<file path="config.mk">
export PLATFORM = sky130hd
export DESIGN_NAME = bpm_bridge_pwm
export DESIGN_NICKNAME = d
export VERILOG_FILES = /design/src/bpm_pkg.sv /design/src/bpm_deadband.sv /design/src/bpm_bridge_pwm.sv
export SDC_FILE = /design/constraint.sdc
export NUM_CORES = 1
export LEC_CHECK = 0
export BUFFER_PORTS_ARGS = -buffer_cell sky130_fd_sc_hd__buf_2
export CORE_MARGIN = 4
export CORE_UTILIZATION = 35
export CTS_CLUSTER_SIZE = 28
export DETAILED_ROUTE_END_ITERATION = 8
export PLACE_DENSITY = 0.57
export SYNTH_ARGS = -nofsm -noshare
export SYNTH_HDL_FRONTEND = slang
export SYNTH_SLANG_ARGS = --single-unit
</file>
<file path="constraint.sdc">
create_clock -name clk_sys_i -period 3.1 [get_ports clk_sys_i]
set_clock_uncertainty 0.05 [all_clocks]
set_input_delay 0.465 -clock clk_sys_i [delete_from_list [all_inputs] [get_ports clk_sys_i]]
set_output_delay 0.465 -clock clk_sys_i [all_outputs]
set_load 0.02 [all_outputs]
</file>
<file path="src/bpm_pkg.sv">
`default_nettype none
package bpm_pkg;

    // ========================================================
    // register map (byte addresses)
    localparam logic [4:0] ADDR_CTRL   = 5'h00;
    localparam logic [4:0] ADDR_DBR    = 5'h04;
    localparam logic [4:0] ADDR_DBF    = 5'h08;
    localparam logic [4:0] ADDR_SRCEN  = 5'h0C;
    localparam logic [4:0] ADDR_STATUS = 5'h10;

    // ========================================================
    // control register fields
    localparam int CTRL_EN_BIT    = 0;
    localparam int CTRL_MODE_LSB  = 1;
    localparam int CTRL_REV_BIT   = 4;
    localparam int CTRL_DBREN_BIT = 5;
    localparam int CTRL_DBFEN_BIT = 6;

    // ========================================================
    // status register fields
    localparam int STAT_OUT_LSB   = 0;
    localparam int STAT_ODD_BIT   = 8;
    localparam int STAT_BUSY_BIT  = 9;
    localparam int STAT_QUAL_BIT  = 10;
    localparam int STAT_DIR_BIT   = 11;

    // ========================================================
    // output bit positions inside the six-bit output word
    localparam int OUT_A = 0;
    localparam int OUT_B = 1;
    localparam int OUT_C = 2;
    localparam int OUT_D = 3;
    localparam int OUT_E = 4;
    localparam int OUT_F = 5;

    // ========================================================
    // reset values
    localparam logic [7:0] DB_RST    = 8'h00;
    localparam logic [5:0] OUT_RST   = 6'h00;
    localparam logic [2:0] MODE_RST  = 3'h0;

    // ========================================================
    // output modes
    typedef enum logic [2:0] {
        MODE_OFF  = 3'b000,
        MODE_PP4  = 3'b001,
        MODE_PP6  = 3'b010,
        MODE_SKIP = 3'b011,
        MODE_SKPC = 3'b100,
        MODE_FBL  = 3'b101
    } bpm_mode_e;

endpackage
`default_nettype wire

</file>
<file path="src/bpm_deadband.sv">
`default_nettype none
module bpm_deadband (
    input  wire logic       clk_sys_i,  // system clock
    input  wire logic       rst_n_i,    // sync reset, active low
    input  wire logic       clr_i,      // abandon a running delay
    input  wire logic       start_i,    // load and start a delay
    input  wire logic [7:0] count_i,    // delay length in cycles
    output logic            busy_o,     // delay running
    output logic            done_o      // one-cycle end pulse
);

    typedef struct packed {
        logic [7:0] cnt;
        logic       done;
    } bpm_db_s;

    bpm_db_s st_q;
    bpm_db_s st_d;

    always_comb begin
        st_d      = st_q;
        st_d.done = 1'b0;
        if (clr_i) begin
            st_d.cnt = 8'h00;
        end else if (start_i) begin
            st_d.cnt = count_i;
        end else if (st_q.cnt != 8'h00) begin
            st_d.cnt = st_q.cnt - 8'h01;
            if (st_q.cnt == 8'h01) begin
                st_d.done = 1'b1;
            end
        end
    end

    always_ff @(posedge clk_sys_i) begin
        if (!rst_n_i) begin
            st_q <= '0;
        end else begin
            st_q <= st_d;
        end
    end

    assign busy_o = (st_q.cnt != 8'h00);
    assign done_o = st_q.done;

    // delay of n cycles ends with done n+1 cycles after the start
    db_length_a: assert property (@(posedge clk_sys_i) disable iff (!rst_n_i)
        (start_i && !clr_i && count_i == 8'h02)
        |=> busy_o ##1 (busy_o && !done_o) ##1 (done_o && !busy_o)
    ) else $error("dead-band delay length wrong");

endmodule
`default_nettype wire

</file>
<file path="src/bpm_bridge_pwm.sv">
`default_nettype none
module bpm_bridge_pwm #(
    parameter int SRC_W = 4  // number of rising-edge sources
) (
    input  wire logic             clk_sys_i,          // system clock
    input  wire logic             rst_n_i,            // sync reset, low
    input  wire logic [4:0]       avs_address,        // byte address
    input  wire logic             avs_read,           // read request
    input  wire logic             avs_write,          // write request
    input  wire logic [31:0]      avs_writedata,      // write data
    output logic      [31:0]      avs_readdata,       // read data
    output logic                  avs_waitrequest,    // stall master
    input  wire logic             period_evt_i,       // period event
    input  wire logic             rise_evt_i,         // rising edge event
    input  wire logic             fall_evt_i,         // falling edge event
    input  wire logic [SRC_W-1:0] rise_src_i,         // rising sources
    output logic                  bridge_out_a_o,     // output A
    output logic                  bridge_out_b_o,     // output B
    output logic                  bridge_out_c_o,     // output C
    output logic                  bridge_out_d_o,     // output D
    output logic                  bridge_out_e_o,     // output E
    output logic                  bridge_out_f_o      // output F
);

    localparam logic [5:0] M_A  = 6'h01;
    localparam logic [5:0] M_B  = 6'h02;
    localparam logic [5:0] M_C  = 6'h04;
    localparam logic [5:0] M_D  = 6'h08;
    localparam logic [5:0] M_E  = 6'h10;
    localparam logic [5:0] M_F  = 6'h20;

    typedef struct packed {
        logic                ack;
        logic [31:0]         rdata;
        logic                en;
        bpm_pkg::bpm_mode_e  mode;
        logic                rev;
        logic                dbr_en;
        logic                dbf_en;
        logic [7:0]          dbr;
        logic [7:0]          dbf;
        logic [SRC_W-1:0]    srcen;
        logic                run;
        bpm_pkg::bpm_mode_e  mode_app;
        logic                rev_app;
        logic                odd;
        logic                qual;
        logic [5:0]          outs;
        logic [5:0]          pend;
    } bpm_state_s;

    bpm_state_s st_q;
    bpm_state_s st_d;

    logic       db_start;
    logic [7:0] db_count;
    logic       db_clr;
    logic       db_busy;
    logic       db_done;
    logic       odd_eff;
    logic       qual_eff;
    logic       settled;
    logic [5:0] set_m;
    logic [5:0] clr_m;
    logic       use_db;
    logic       use_rise;

    bpm_deadband u_deadband (
        .clk_sys_i (clk_sys_i),
        .rst_n_i   (rst_n_i),
        .clr_i     (db_clr),
        .start_i   (db_start),
        .count_i   (db_count),
        .busy_o    (db_busy),
        .done_o    (db_done)
    );

    assign settled = st_q.run && st_q.en && (st_q.mode_app == st_q.mode);

    always_comb begin
        st_d     = st_q;
        db_start = 1'b0;
        db_clr   = 1'b0;
        set_m    = 6'h00;
        clr_m    = 6'h00;
        use_db   = 1'b0;
        use_rise = 1'b0;
        // parity flips on every period event
        odd_eff  = period_evt_i ? !st_q.odd : st_q.odd;
        // sample the sources at the period event
        qual_eff = period_evt_i ? |(rise_src_i & st_q.srcen) : st_q.qual;
        db_count = 8'h00;

        // ====================================================
        // avalon slave
        st_d.ack = (avs_read || avs_write) && !st_q.ack;
        if (avs_read && !st_q.ack) begin
            st_d.rdata = 32'h0000_0000;
            if (avs_address == bpm_pkg::ADDR_CTRL) begin
                st_d.rdata[bpm_pkg::CTRL_EN_BIT] = st_q.en;
                st_d.rdata[bpm_pkg::CTRL_MODE_LSB +: 3] = st_q.mode;
                st_d.rdata[bpm_pkg::CTRL_REV_BIT] = st_q.rev;
                st_d.rdata[bpm_pkg::CTRL_DBREN_BIT] = st_q.dbr_en;
                st_d.rdata[bpm_pkg::CTRL_DBFEN_BIT] = st_q.dbf_en;
            end else if (avs_address == bpm_pkg::ADDR_DBR) begin
                st_d.rdata[7:0] = st_q.dbr;
            end else if (avs_address == bpm_pkg::ADDR_DBF) begin
                st_d.rdata[7:0] = st_q.dbf;
            end else if (avs_address == bpm_pkg::ADDR_SRCEN) begin
                st_d.rdata[SRC_W-1:0] = st_q.srcen;
            end else if (avs_address == bpm_pkg::ADDR_STATUS) begin
                st_d.rdata[bpm_pkg::STAT_OUT_LSB +: 6] = st_q.outs;
                st_d.rdata[bpm_pkg::STAT_ODD_BIT] = st_q.odd;
                st_d.rdata[bpm_pkg::STAT_BUSY_BIT] = db_busy;
                st_d.rdata[bpm_pkg::STAT_QUAL_BIT] = st_q.qual;
                st_d.rdata[bpm_pkg::STAT_DIR_BIT] = st_q.rev_app;
            end
        end
        if (avs_write && st_q.ack) begin
            if (avs_address == bpm_pkg::ADDR_CTRL) begin
                st_d.en = avs_writedata[bpm_pkg::CTRL_EN_BIT];
                st_d.mode = bpm_pkg::bpm_mode_e'(
                    avs_writedata[bpm_pkg::CTRL_MODE_LSB +: 3]);
                st_d.rev = avs_writedata[bpm_pkg::CTRL_REV_BIT];
                st_d.dbr_en = avs_writedata[bpm_pkg::CTRL_DBREN_BIT];
                st_d.dbf_en = avs_writedata[bpm_pkg::CTRL_DBFEN_BIT];
            end else if (avs_address == bpm_pkg::ADDR_DBR) begin
                st_d.dbr = avs_writedata[7:0];
            end else if (avs_address == bpm_pkg::ADDR_DBF) begin
                st_d.dbf = avs_writedata[7:0];
            end else if (avs_address == bpm_pkg::ADDR_SRCEN) begin
                st_d.srcen = avs_writedata[SRC_W-1:0];
            end
        end

        // ====================================================
        // waveform engine
        if (!settled) begin
            // disabled or mode changed: clear and restart odd
            db_clr       = 1'b1;
            st_d.run     = st_q.en;
            st_d.mode_app = st_q.mode;
            st_d.rev_app = st_q.rev;
            st_d.odd     = 1'b1;
            st_d.qual    = 1'b0;
            st_d.pend    = 6'h00;
            st_d.outs    = bpm_pkg::OUT_RST;
            if (st_q.en && st_q.mode == bpm_pkg::MODE_FBL) begin
                st_d.outs = st_q.rev ? M_C : M_D;
            end
        end else begin
            st_d.odd  = odd_eff;
            st_d.qual = qual_eff;
            if (db_done) begin
                st_d.outs = st_d.outs | st_q.pend;
                st_d.pend = 6'h00;
            end
            case (st_q.mode)
                bpm_pkg::MODE_PP4: begin
                    // A,C and B,D switch as pairs
                    // no dead band, E and F unused
                    if (fall_evt_i) begin
                        clr_m = odd_eff ? (M_A | M_C) : (M_B | M_D);
                    end else if (rise_evt_i) begin
                        set_m = odd_eff ? (M_A | M_C) : (M_B | M_D);
                    end
                end
                bpm_pkg::MODE_PP6: begin
                    if (fall_evt_i) begin
                        // odd fall, A,C off then E on
                        // even fall, B,D off then F on
                        clr_m  = odd_eff ? (M_A | M_C) : (M_B | M_D);
                        set_m  = odd_eff ? M_E : M_F;
                        use_db = st_q.dbf_en;
                    end else if (rise_evt_i) begin
                        // odd rise, E off then A,C on
                        // even rise, F off then B,D on
                        clr_m    = odd_eff ? M_E : M_F;
                        set_m    = odd_eff ? (M_A | M_C) : (M_B | M_D);
                        use_db   = st_q.dbr_en;
                        use_rise = 1'b1;
                    end
                end
                bpm_pkg::MODE_SKIP: begin
                    // A is the only output here
                    if (fall_evt_i) begin
                        clr_m = M_A;
                    end else if (rise_evt_i && qual_eff) begin
                        // rise comes from the phase-time event
                        set_m     = M_A;
                        st_d.qual = 1'b0;
                    end
                end
                bpm_pkg::MODE_SKPC: begin
                    // primary on A, complement on B
                    if (fall_evt_i) begin
                        clr_m  = M_A;
                        set_m  = M_B;
                        use_db = st_q.dbf_en;
                    end else if (rise_evt_i && qual_eff) begin
                        // B off, dead band, A on
                        clr_m     = M_B;
                        set_m     = M_A;
                        use_db    = st_q.dbr_en;
                        use_rise  = 1'b1;
                        st_d.qual = 1'b0;
                    end
                end
                bpm_pkg::MODE_FBL: begin
                    if (st_q.rev != st_q.rev_app) begin
                        // dead band only on direction change
                        st_d.rev_app = st_q.rev;
                        clr_m    = M_A | M_B | M_C | M_D;
                        set_m    = st_q.rev ? M_C : M_D;
                        use_rise = !st_q.rev;
                        use_db   = st_q.rev ? st_q.dbf_en : st_q.dbr_en;
                    end else if (fall_evt_i) begin
                        clr_m = st_q.rev_app ? M_B : M_A;
                    end else if (rise_evt_i) begin
                        set_m = st_q.rev_app ? M_B : M_A;
                    end
                end
                default: clr_m = 6'h00;
            endcase
            db_count = use_rise ? st_q.dbr : st_q.dbf;
            if (clr_m != 6'h00 || set_m != 6'h00) begin
                st_d.outs = st_d.outs & ~clr_m;
                st_d.pend = 6'h00;
                if (use_db && db_count != 8'h00) begin
                    db_start  = 1'b1;
                    st_d.pend = set_m;
                end else begin
                    st_d.outs = st_d.outs | set_m;
                end
            end
        end
    end

    always_ff @(posedge clk_sys_i) begin
        if (!rst_n_i) begin
            st_q          <= '0;
            st_q.mode     <= bpm_pkg::bpm_mode_e'(bpm_pkg::MODE_RST);
            st_q.mode_app <= bpm_pkg::bpm_mode_e'(bpm_pkg::MODE_RST);
            st_q.dbr      <= bpm_pkg::DB_RST;
            st_q.dbf      <= bpm_pkg::DB_RST;
            st_q.outs     <= bpm_pkg::OUT_RST;
            st_q.odd      <= 1'b1;
        end else begin
            st_q <= st_d;
        end
    end

    // ========================================================
    // outputs
    assign avs_waitrequest = (avs_read || avs_write) && !st_q.ack;
    assign avs_readdata    = st_q.rdata;
    assign bridge_out_a_o  = st_q.outs[bpm_pkg::OUT_A];
    assign bridge_out_b_o  = st_q.outs[bpm_pkg::OUT_B];
    assign bridge_out_c_o  = st_q.outs[bpm_pkg::OUT_C];
    assign bridge_out_d_o  = st_q.outs[bpm_pkg::OUT_D];
    assign bridge_out_e_o  = st_q.outs[bpm_pkg::OUT_E];
    assign bridge_out_f_o  = st_q.outs[bpm_pkg::OUT_F];

    // ========================================================
    // checks
    pp4_pairs_a: assert property (@(posedge clk_sys_i)
        disable iff (!rst_n_i)
        (settled && st_q.mode == bpm_pkg::MODE_PP4)
        |-> (bridge_out_a_o == bridge_out_c_o &&
             bridge_out_b_o == bridge_out_d_o &&
             !bridge_out_e_o && !bridge_out_f_o)
    ) else $error("four-output push-pull pairs differ");
    pp4_odd_rise_a: assert property (@(posedge clk_sys_i)
        disable iff (!rst_n_i)
        (settled && st_q.mode == bpm_pkg::MODE_PP4 && rise_evt_i &&
         !fall_evt_i && odd_eff && !(avs_write && st_q.ack))
        |=> (bridge_out_a_o && bridge_out_c_o)
    ) else $error("odd rise did not set A and C");
    pp4_even_fall_a: assert property (@(posedge clk_sys_i)
        disable iff (!rst_n_i)
        (settled && st_q.mode == bpm_pkg::MODE_PP4 && fall_evt_i &&
         !odd_eff && !(avs_write && st_q.ack))
        |=> (!bridge_out_b_o && !bridge_out_d_o)
    ) else $error("even fall did not clear B and D");
    pp6_overlap_a: assert property (@(posedge clk_sys_i)
        disable iff (!rst_n_i)
        (settled && st_q.mode == bpm_pkg::MODE_PP6)
        |-> !(bridge_out_e_o && (bridge_out_a_o || bridge_out_c_o)) &&
            !(bridge_out_f_o && (bridge_out_b_o || bridge_out_d_o))
    ) else $error("primary and complement overlap");
    pp6_nogap_a: assert property (@(posedge clk_sys_i)
        disable iff (!rst_n_i)
        (settled && st_q.mode == bpm_pkg::MODE_PP6 && !st_q.dbf_en &&
         fall_evt_i && odd_eff && !(avs_write && st_q.ack))
        |=> (bridge_out_e_o && !bridge_out_a_o && !bridge_out_c_o)
    ) else $error("swap without dead band not immediate");
    skip_only_a_a: assert property (@(posedge clk_sys_i)
        disable iff (!rst_n_i)
        (settled && st_q.mode == bpm_pkg::MODE_SKIP)
        |-> (st_q.outs[5:1] == 5'h00)
    ) else $error("single skip mode drove other pins");
    skip_unqual_a: assert property (@(posedge clk_sys_i)
        disable iff (!rst_n_i)
        (settled && st_q.mode == bpm_pkg::MODE_SKIP && rise_evt_i &&
         !fall_evt_i && !qual_eff && !(avs_write && st_q.ack))
        |=> $stable(bridge_out_a_o)
    ) else $error("unqualified period made a pulse");
    fb_forward_a: assert property (@(posedge clk_sys_i)
        disable iff (!rst_n_i)
        (settled && st_q.mode == bpm_pkg::MODE_FBL && !st_q.rev_app &&
         st_q.pend == 6'h00 && !db_busy)
        |-> (bridge_out_d_o && !bridge_out_b_o && !bridge_out_c_o)
    ) else $error("forward statics wrong");
    fb_reverse_a: assert property (@(posedge clk_sys_i)
        disable iff (!rst_n_i)
        (settled && st_q.mode == bpm_pkg::MODE_FBL && st_q.rev_app &&
         st_q.pend == 6'h00 && !db_busy)
        |-> (bridge_out_c_o && !bridge_out_a_o && !bridge_out_d_o)
    ) else $error("reverse statics wrong");
    parity_flip_a: assert property (@(posedge clk_sys_i)
        disable iff (!rst_n_i)
        (settled && period_evt_i && !(avs_write && st_q.ack))
        |=> (st_q.odd != $past(st_q.odd))
    ) else $error("parity did not toggle");
    bus_wait_a: assert property (@(posedge clk_sys_i)
        disable iff (!rst_n_i)
        ((avs_read || avs_write) && avs_waitrequest)
        |=> !avs_waitrequest
    ) else $error("bus answer not after one wait cycle");
endmodule
`default_nettype wire

</file>
==> impl_metrics.ini, run 1 <==
[status]
status = complete, no violations

[pwr]
p_leak_nw = 1.66
ir_worst_vdd_v = 0.000168
power_mw = 1.74
power.density_nw_per_um2 = 407

[floorplanning]
coreArea_um2 = 10800
die_area_um2 = 12800
placementRows = 38
ios = 87
start_util = 0.357
fp.dieH_um = 113
fp.dieW_um = 113

[detailed_routing]
firstDrtPassIters = 7
drcViolationCount = 0
vias = 3275
wire_per_inst_um = 16.7
drtIter0Drc = 244
viasPerCell = 5.30
ant_nets = 0
drt_wl_total_um = 10300

[grt]
grt_antenna_before_repair = 0
grt_pass1_wl_um = 16900
grt_util_all_layers = 0.168
grt-ovfl-total = 0
grt_pass1_vias = 3208
grt_max_degree = 47

[critical_path]
worstSetupStartpointType = flop
setup.worst_path.class = flop to flop
cpPeakStageDelay_ns = 0.54
path_cells = ha_1 > nor4b_2 > and3_1 > a31oi_1 > nand3_1 > nor4_4 > buf_4 > or4_1 > a21oi_1
rrSetupSlack_ns = 0.24
arrival_ns = 3.06
required_ns = 3.30
critPathSlowestCell = dfxtp_1
cp_max_fo = 10
worst_setup_path_end_kind = flop

[logic_synthesis]
synth_most_common_cell = dfxtp_1
ys_async_sr_fraction = 0
ys_seq_area_frac = 0.353
synth.distinct_cells = 54
synth_area_per_cell_um2 = 8.76
synth_edf_count = 0
yosysTopAreaCellShare = 0.353
synthTopCellsByCount = dfxtp_1 (68), buf_4 (33), nor2_1 (32)
synthTopCellsByArea = dfxtp_1 (35%), mux2i_1 (7.8%), buf_4 (6.4%), nor2b_1 (5.0%), a21oi_1 (3.2%)
ys_ff_latch = 68
synth_cells = 440
synth_warnings = 0
synth_flop_cell = dfxtp_1
yosysTopAreaCell = dfxtp_1
syn_area_um2 = 3850

[sta]
finalCriticalPeriod_ns = 2.86
worst_slew_pin_slew_ns = 0.924
slew_headroom = 0.383
hold_viol_final = 0
fmax_ghz = 0.350
fin_crit_sh = 0.922
drv_slew = 0
rsz0062_at_grt = no
finalSetupViolations = 0
fin_setup_tns_ns = 0

[hold_path]
holdCritPathClass = input port to flop

[cells_and_area]
multiInputGateArea_um2 = 2220
fin_nets = 527
layout-drive-gt1-share = 0.182
insertedDiodeCount = 0
syn_to_final_growth_pct = 10.9
finalNonFillerCells = 618
nFillCells = 1088
seq_area_um2 = 1360

[clock_tree]
cts_root_buf = clkbuf_8
cts_inserted_buffers = 9
clock_sinks = 68
clock_path_buffers = 2
cts.clk_slew.worst_paths_ns = 0.09
ctsResizeCount = 0
clk-insertion-delay-late_ns = 0.35
cts_max_level = 3
cts_tree = yes
hold_buffers = 0
cts_setup_buffers = 0

[placed_design]
numPortBuffers = 42
place_hpwl_um = 7770
place.gp.congestion = 0.885
placed_cells = 602

[job]
max_cap_violations = 0
==> placed cells by master, fill, tap and decap left out, types with 3 or more instances in the layout <==
cell	count
a21boi_0	6
a21oi_1	25
a222oi_1	7
a22o_1	6
a22oi_1	4
a31oi_1	10
and2_1	9
and3_1	6
buf_2	42
buf_4	13
clkbuf_8	9
conb_1	20
dfxtp_1	68
ha_1	6
inv_1	6
mux2_1	5
mux2i_1	30
nand2_1	30
nand2b_1	5
nand3_1	12
nand3b_1	4
nor2_1	32
nor2b_1	31
nor3_1	8
nor3b_1	3
nor4_1	5
o21ai_0	21
o2bb2ai_1	3
or4_1	4
xnor2_1	8
xor2_1	4
==> path summary, 6_finish.rpt <==
kind	endpoint	cells past startpoint	start
setup reg to reg	u_deadband.st_q[1]	9	st_q[44]
setup / recovery	u_deadband.st_q[1]	9	st_q[44]
hold / removal	st_q[44]	2	rst_n_i
hold reg to reg	avs_readdata[10]	2	avs_readdata[10]
==> sequential cells by signal, indices dropped and copies added (netlist names) <==
name	flops
avs_readdata	12
u_deadband.st_q	8
bridge_out_e_o	1
bridge_out_c_o	1
bridge_out_d_o	1
u_deadband.done_o	1
bridge_out_f_o	1
bridge_out_a_o	1
bridge_out_b_o	1
st_q	41
==> layout make-up <==
class	instances	area share
timing repair buffer	55	0.0720
inverter	6	0.00527
clock buffer	10	0.0298
clock inverter	6	0.0152
sequential	68	0.318
tap	140	0.0410
multi-input combinational	333	0.518
==> routing by layer <==
| layer | share of wire | track usage | up-vias |
|---|---|---|---|
| met3 | 0.060 | 0.0353 | 15 |
| met5 | 0 | 0 | - |
| met4 | 0.023 | 0.0809 | 0 |
| met2 | 0.48 | 0.263 | 108 |
| li1 | - | - | 1599 |
| met1 | 0.44 | 0.222 | 1553 |
==> per-stage QoR <==
step	utilization	area [um^2]	hold WS (ns)	setup slack, ns
after detailed placement	0.378	4080	0.397	0.0933
final	0.396	4280	0.332	0.242
after global placement	0.378	4080	0.400	0.142
after floorplan	-	3930	0.383	0.549
after global routing	0.396	4280	0.339	0.00721
after CTS	0.396	4280	0.334	0.268
==> power breakdown <==
group | total (mW) | internal (mW) | switching, mW
Sequential | 0.888 | 0.881 | 0.00712
Clock | 0.734 | 0.372 | 0.362
Combinational | 0.120 | 0.0368 | 0.0829
==> critical path: cells and delay by family, from the launching register on <==
| kind | cells | cell delay [ns] |
|---|---|---|
| AOI/OAI and AO/OA | 2 | 0.23 |
| and+or+nand+nor | 5 | 1.36 |
| adders and majority gates | 1 | 0.38 |
| buffers and inverters | 1 | 0.18 |
| DFF | 1 | 0.54 |
==> cell families (layout without fill, tap and decap cells) <==
logic type | Yosys count | after routing | synth area share
xor+xnor | 12 | 12 | 0.0273
fa+ha+maj | 6 | 6 | 0.0195
flops | 68 | 68 | 0.353
buf+inv | 58 | 77 | 0.0902
other cells | 1 | 20 | 0.000973
mux | 37 | 37 | 0.0983
simple gates | 161 | 161 | 0.237
compound gates | 97 | 97 | 0.174
(Power assumes the default switching activity.)
==> inputs of run 2 (changes only) <==
--- a/config.mk
+++ b/config.mk
@@ -6,11 +6,13 @@
 export NUM_CORES = 1
 export LEC_CHECK = 0
 export BUFFER_PORTS_ARGS = -buffer_cell sky130_fd_sc_hd__buf_2
+export CAP_MARGIN = 20
 export CORE_MARGIN = 4
 export CORE_UTILIZATION = 35
 export CTS_CLUSTER_SIZE = 28
 export DETAILED_ROUTE_END_ITERATION = 8
 export PLACE_DENSITY = 0.57
+export RECOVER_POWER = 25
 export SYNTH_ARGS = -nofsm -noshare
 export SYNTH_HDL_FRONTEND = slang
 export SYNTH_SLANG_ARGS = --single-unit
==> run 2 against run 1 <==
Compared with the run above:
- sequential share of layout area up 0.18 points
- final area down 0.56%
- critical path type unchanged
- worst hold slack better by 0.014 ns
- global-route usage unchanged
- first-iteration DRC count up 6.1%
- clock-buffer cell count unchanged
- the run now ends with capacitance limit, slew limit left
- utilization down 0.22 points
- critical path depth unchanged
- wire length up 0.18%
==> impl_metrics.ini, run 2 (same netlist as run 1, synthesis figures left out) <==
[critical_path]
r2r_start = st_q[44]
worstSetupStartpointType = flop
critPathLaunch = st_q[44]
cpPeakStageDelay_ns = 0.55
rr_endpoint = u_deadband.st_q[1]
critPathSlowestCell = dfxtp_1
setup.worst_path.class = flop to flop
rrSetupSlack_ns = 0.23
worst_setup_path_end_kind = flop
arrival_ns = 3.07
cp_max_fo = 10
path_cells = ha_1 > nor4b_2 > and3_1 > a31oi_1 > nand3_1 > nor4_4 > buf_4 > or4_1 > a21oi_1
ff2ff_path_depth = 9
required_ns = 3.30

[grt]
grt_util_all_layers = 0.168
grt_pass1_vias = 3208
grt_max_degree = 47
grt-ovfl-total = 0
grt_antenna_before_repair = 0
grt_pass1_wl_um = 16900

[sta]
hold_viol_final = 0
rsz0062_at_grt = no
fin_crit_sh = 0.925
fmax_ghz = 0.349
worst_slew_pin_slew_ns = 1.51
drv_slew = 47
finalCriticalPeriod_ns = 2.87
setup_slack_ns = 0.233
slew_headroom = -0.00556
fin_setup_tns_ns = 0
finalSetupViolations = 0

[floorplanning]
coreArea_um2 = 10800
placementRows = 38
start_util = 0.357
ios = 87
die_area_um2 = 12800
fp.dieH_um = 113
fp.dieW_um = 113

[cells_and_area]
syn_to_final_growth_pct = 10.3
largest_register_ffs = 41
fin_nets = 527
regMostFlops = st_q
final_common_cell = dfxtp_1
insertedDiodeCount = 0
layout_common_cells = dfxtp_1 (68), nor2_1 (32), nor2b_1 (31)
layout-drive-gt1-share = 0.146

[hold_path]
hold_path.startpoint = avs_writedata[7]
hold_path_depth = 3
whs_endpoint = st_q[38]
holdCritPathClass = input port to flop

[placed_design]
place.gp.congestion = 0.885
post-place-ws_ns = 0.0933
place_hpwl_um = 7770
numPortBuffers = 42

[detailed_routing]
wire_per_inst_um = 16.7
drt_wl_total_um = 10300
drcViolationCount = 0
viasPerCell = 5.28
ant_nets = 0
vias = 3260
drtIter0Drc = 259
firstDrtPassIters = 6

[clock_tree]
cts_root_buf = clkbuf_8
clock_sinks = 68
cts_tree = yes
cts_setup_buffers = 0
clock_path_buffers = 2
hold_buffers = 0
cts_inserted_buffers = 9
cts_max_level = 3
clk-insertion-delay-late_ns = 0.35
cts.clk_slew.worst_paths_ns = 0.09
ctsResizeCount = 0

[pwr]
p_leak_nw = 1.59
power.density_nw_per_um2 = 409
ir_worst_vdd_v = 0.000168
power_mw = 1.74

[status]
violations = capacitance limit, slew limit
status = complete, but fails checks

[job]
max_cap_violations = 1
==> run 2: changes by cell type in the layout (fill, tap and decap cells not counted), sizes merged <==
cell	previous run	this run
buf	55	38
clkbuf	10	27
==> run 2: critical path: cells and delay by family (launching register included) <==
family                   cells  cell delay [ns]
AND/OR/NAND/NOR              5             1.36
flip-flops                   1             0.55
adder cells (fa/ha/maj)      1             0.38
AO/OA/AOI/OAI                2             0.23
buffers and inverters        1             0.18
==> run 2: how the worst max path moves through the flow <==
stage,to,cells after the start
2_1_floorplan,u_deadband.st_q[3],10
3_3_place_gp,u_deadband.st_q[3],9
3_5_place_dp,u_deadband.st_q[6],9
4_1_cts,u_deadband.st_q[1],9
5_1_grt,u_deadband.st_q[1],9
6_report,u_deadband.st_q[1],9
==> run 2: layout make-up <==
class                   count  area, um^2
clock buffers              10         128
clock inverters             6        65.1
fillers                  1095        6540
inverters                   6        22.5
multi-input cells         333        2220
flip-flops and latches     68        1360
well taps                 140         175
repair buffers             55         284
==> run 2: power breakdown <==
group	switching, mW	total, mW	leakage [nW]	internal [mW]
combinational	0.0832	0.118	0.948	0.0349
sequential	0.00728	0.888	0.549	0.881
clock	0.361	0.732	0.0962	0.372
==> run 2: routing by layer <==
layer | vias to the layer above | wire length [um] | share of wire | track usage
li1 | 1596 | - | - | -
met4 | 0 | 255 | 0.025 | 0.0809
met2 | 102 | 4910 | 0.47 | 0.263
met5 | - | 0 | 0 | 0
met1 | 1548 | 4600 | 0.44 | 0.222
met3 | 14 | 584 | 0.056 | 0.0353
==> run 2: through the flow <==
| step | utilization | cells | instance area (um^2) | hold slack, ns |
|---|---|---|---|---|
| floorplan | - | 459 | 3930 | 0.383 |
| global placement | 0.378 | 602 | 4080 | 0.400 |
| detailed placement | 0.378 | 602 | 4080 | 0.397 |
| CTS | 0.396 | 618 | 4280 | 0.334 |
| global route | 0.394 | 618 | 4250 | 0.359 |
| finish | 0.394 | 618 | 4250 | 0.346 |
==> inputs of run 3 (changes only) <==
--- a/config.mk
+++ b/config.mk
@@ -7,6 +7,7 @@
 export LEC_CHECK = 0
 export BUFFER_PORTS_ARGS = -buffer_cell sky130_fd_sc_hd__buf_2
 export CAP_MARGIN = 20
+export CORE_ASPECT_RATIO = 0.9
 export CORE_MARGIN = 4
 export CORE_UTILIZATION = 35
 export CTS_CLUSTER_SIZE = 28
==> run 3 against run 2 <==
Compared with the run above:
- the run now ends clean
- combinational power increased by 3%
- wire length increased by 2.4%
- critical path type unchanged
- flip-flop and latch count unchanged
- largest power group is now clock
- global-route usage increased by 0.21 points
- utilization increased by 1.5 points
- first-iteration DRC count decreased by 3.5%
- sequential power about the same
- sequential share of layout area decreased by 1.2 points
- highest routed layer unchanged
- largest cell class unchanged
- final area increased by 3.9%
- clock-buffer cell count unchanged
- via count increased by 1.5%
- setup slack improved by 0.12 ns
==> impl_metrics.ini, run 3 (same netlist as run 1, synthesis figures left out) <==
[status]
status = complete, no violations

[pwr]
ir_worst_vdd_v = 0.000274
p_leak_nw = 1.68
switchingPower_mw = 0.486
p_int_mw = 1.64
combPwrFrac = 0.057
p_seq_frac = 0.417
power.density_nw_per_um2 = 482
power_mw = 2.13
p_clk_frac = 0.525
p_sw_frac = 0.228

[cells_and_area]
nFillCells = 1094
largest_register_ffs = 41
postLayoutCoreUtil = 0.409
fin_nets = 533
regMostFlops = st_q
final_common_cell = dfxtp_1
syn_to_final_growth_pct = 14.6
layout_common_cells = dfxtp_1 (68), nor2_1 (32), nor2b_1 (31)
final_cell_area_um2 = 4420
insertedDiodeCount = 0
layout-drive-gt1-share = 0.155
multiInputGateArea_um2 = 2220
seq_area_um2 = 1360
finalNonFillerCells = 616

[grt]
grt_pass1_vias = 3246
grt-ovfl-total = 0
grt_antenna_before_repair = 0
grt_util_all_layers = 0.171
grt_pass1_wl_um = 17100
grt_max_degree = 31

[sta]
setup_slack_ns = 0.351
fmax_ghz = 0.364
hold_viol_final = 0
worst_slew_pin_slew_ns = 1.08
fin_setup_tns_ns = 0
finalCriticalPeriod_ns = 2.75
drv_slew = 0
slew_headroom = 0.278
fin_crit_sh = 0.887
whs_ns = 0.357
finalSetupViolations = 0
rsz0062_at_grt = no

[floorplanning]
start_util = 0.357
fp.dieW_um = 119
ios = 87
die_area_um2 = 12800
placementRows = 36
coreArea_um2 = 10800
fp.dieH_um = 108

[hold_path]
holdCritPathClass = input port to flop

[placed_design]
place_hpwl_um = 7900
post-place-ws_ns = 0.323
numPortBuffers = 42
placed_cells = 601
dpl_cell_area_um2 = 4120
place.gp.congestion = 0.883

[detailed_routing]
firstDrtPassIters = 5
wire_per_inst_um = 17.2
viasPerCell = 5.37
drcViolationCount = 0
drtIter0Drc = 250
drt_wl_total_um = 10600
ant_nets = 0
vias = 3309

[critical_path]
cp_max_fo = 9
required_ns = 3.30
rrSetupSlack_ns = 0.35
setup.worst_path.class = flop to flop
arrival_ns = 2.94
worst_setup_path_end_kind = flop
worstSetupStartpointType = flop

[clock_tree]
clock_path_buffers = 2
cts_tree = yes
clk-insertion-delay-late_ns = 0.33
ctsResizeCount = 0
cts_root_buf = clkbuf_16
cts_max_level = 3
hold_buffers = 0
clock_sinks = 68
cts.clk_slew.worst_paths_ns = 0.06
cts_setup_buffers = 0
cts_inserted_buffers = 9

[job]
max_cap_violations = 0
-- run 3: cell count changes in the layout (fill, tap and decap cells not counted), moves of 2 or more --
cell       previous run  this run
buf_4                12        18
clkbuf_16             0         9
clkbuf_8              9         1
clkinv_2              2         0
-- run 3: power by group through the flow --
stage	combinational [mW]	sequential, mW	clock, mW
2_1_floorplan	0.106	0.905	0
3_3_place_gp	0.122	0.908	0
3_5_place_dp	0.122	0.908	0
4_1_cts	0.123	0.889	1.14
5_1_grt	0.132	0.890	1.18
6_report	0.122	0.889	1.12
-- run 3: final timing paths --
| check | start | to | cells after the start |
|---|---|---|---|
| hold / removal | avs_writedata[7] | st_q[30] | 3 |
| setup / recovery | st_q[44] | u_deadband.st_q[1] | 10 |
| hold reg to reg | avs_readdata[11] | avs_readdata[11] | 2 |
| setup reg to reg | st_q[44] | u_deadband.st_q[1] | 10 |
-- run 3: critical path, cell delays in order (launching register included) --
cell and delay, ns:
dfxtp_1 0.52, buf_4 0.22, nor2b_1 0.19, nor2b_2 0.23
buf_4 0.17, a211oi_2 0.08, a31oi_1 0.29, nor4_4 0.10
buf_4 0.18, or4_1 0.49, a21oi_1 0.13
-- run 3: layout make-up --
| type | instances | area share |
|---|---|---|
| repair buffers | 61 | 0.0742 |
| well taps | 133 | 0.0377 |
| clock inverters | 5 | 0.0193 |
| flip-flops and latches | 68 | 0.308 |
| clock buffers | 10 | 0.0541 |
| inverters | 6 | 0.00510 |
| multi-input cells | 333 | 0.502 |
-- run 3: metal layers --
layer  wire length [um]  vias up  global-route usage  share of wire
li1                   -     1606                   -              -
met1               4840     1573               0.224           0.46
met2               4890      113               0.281           0.46
met3                652       17              0.0321          0.062
met4                219        0              0.0596          0.021
met5                  0        -                   0              0
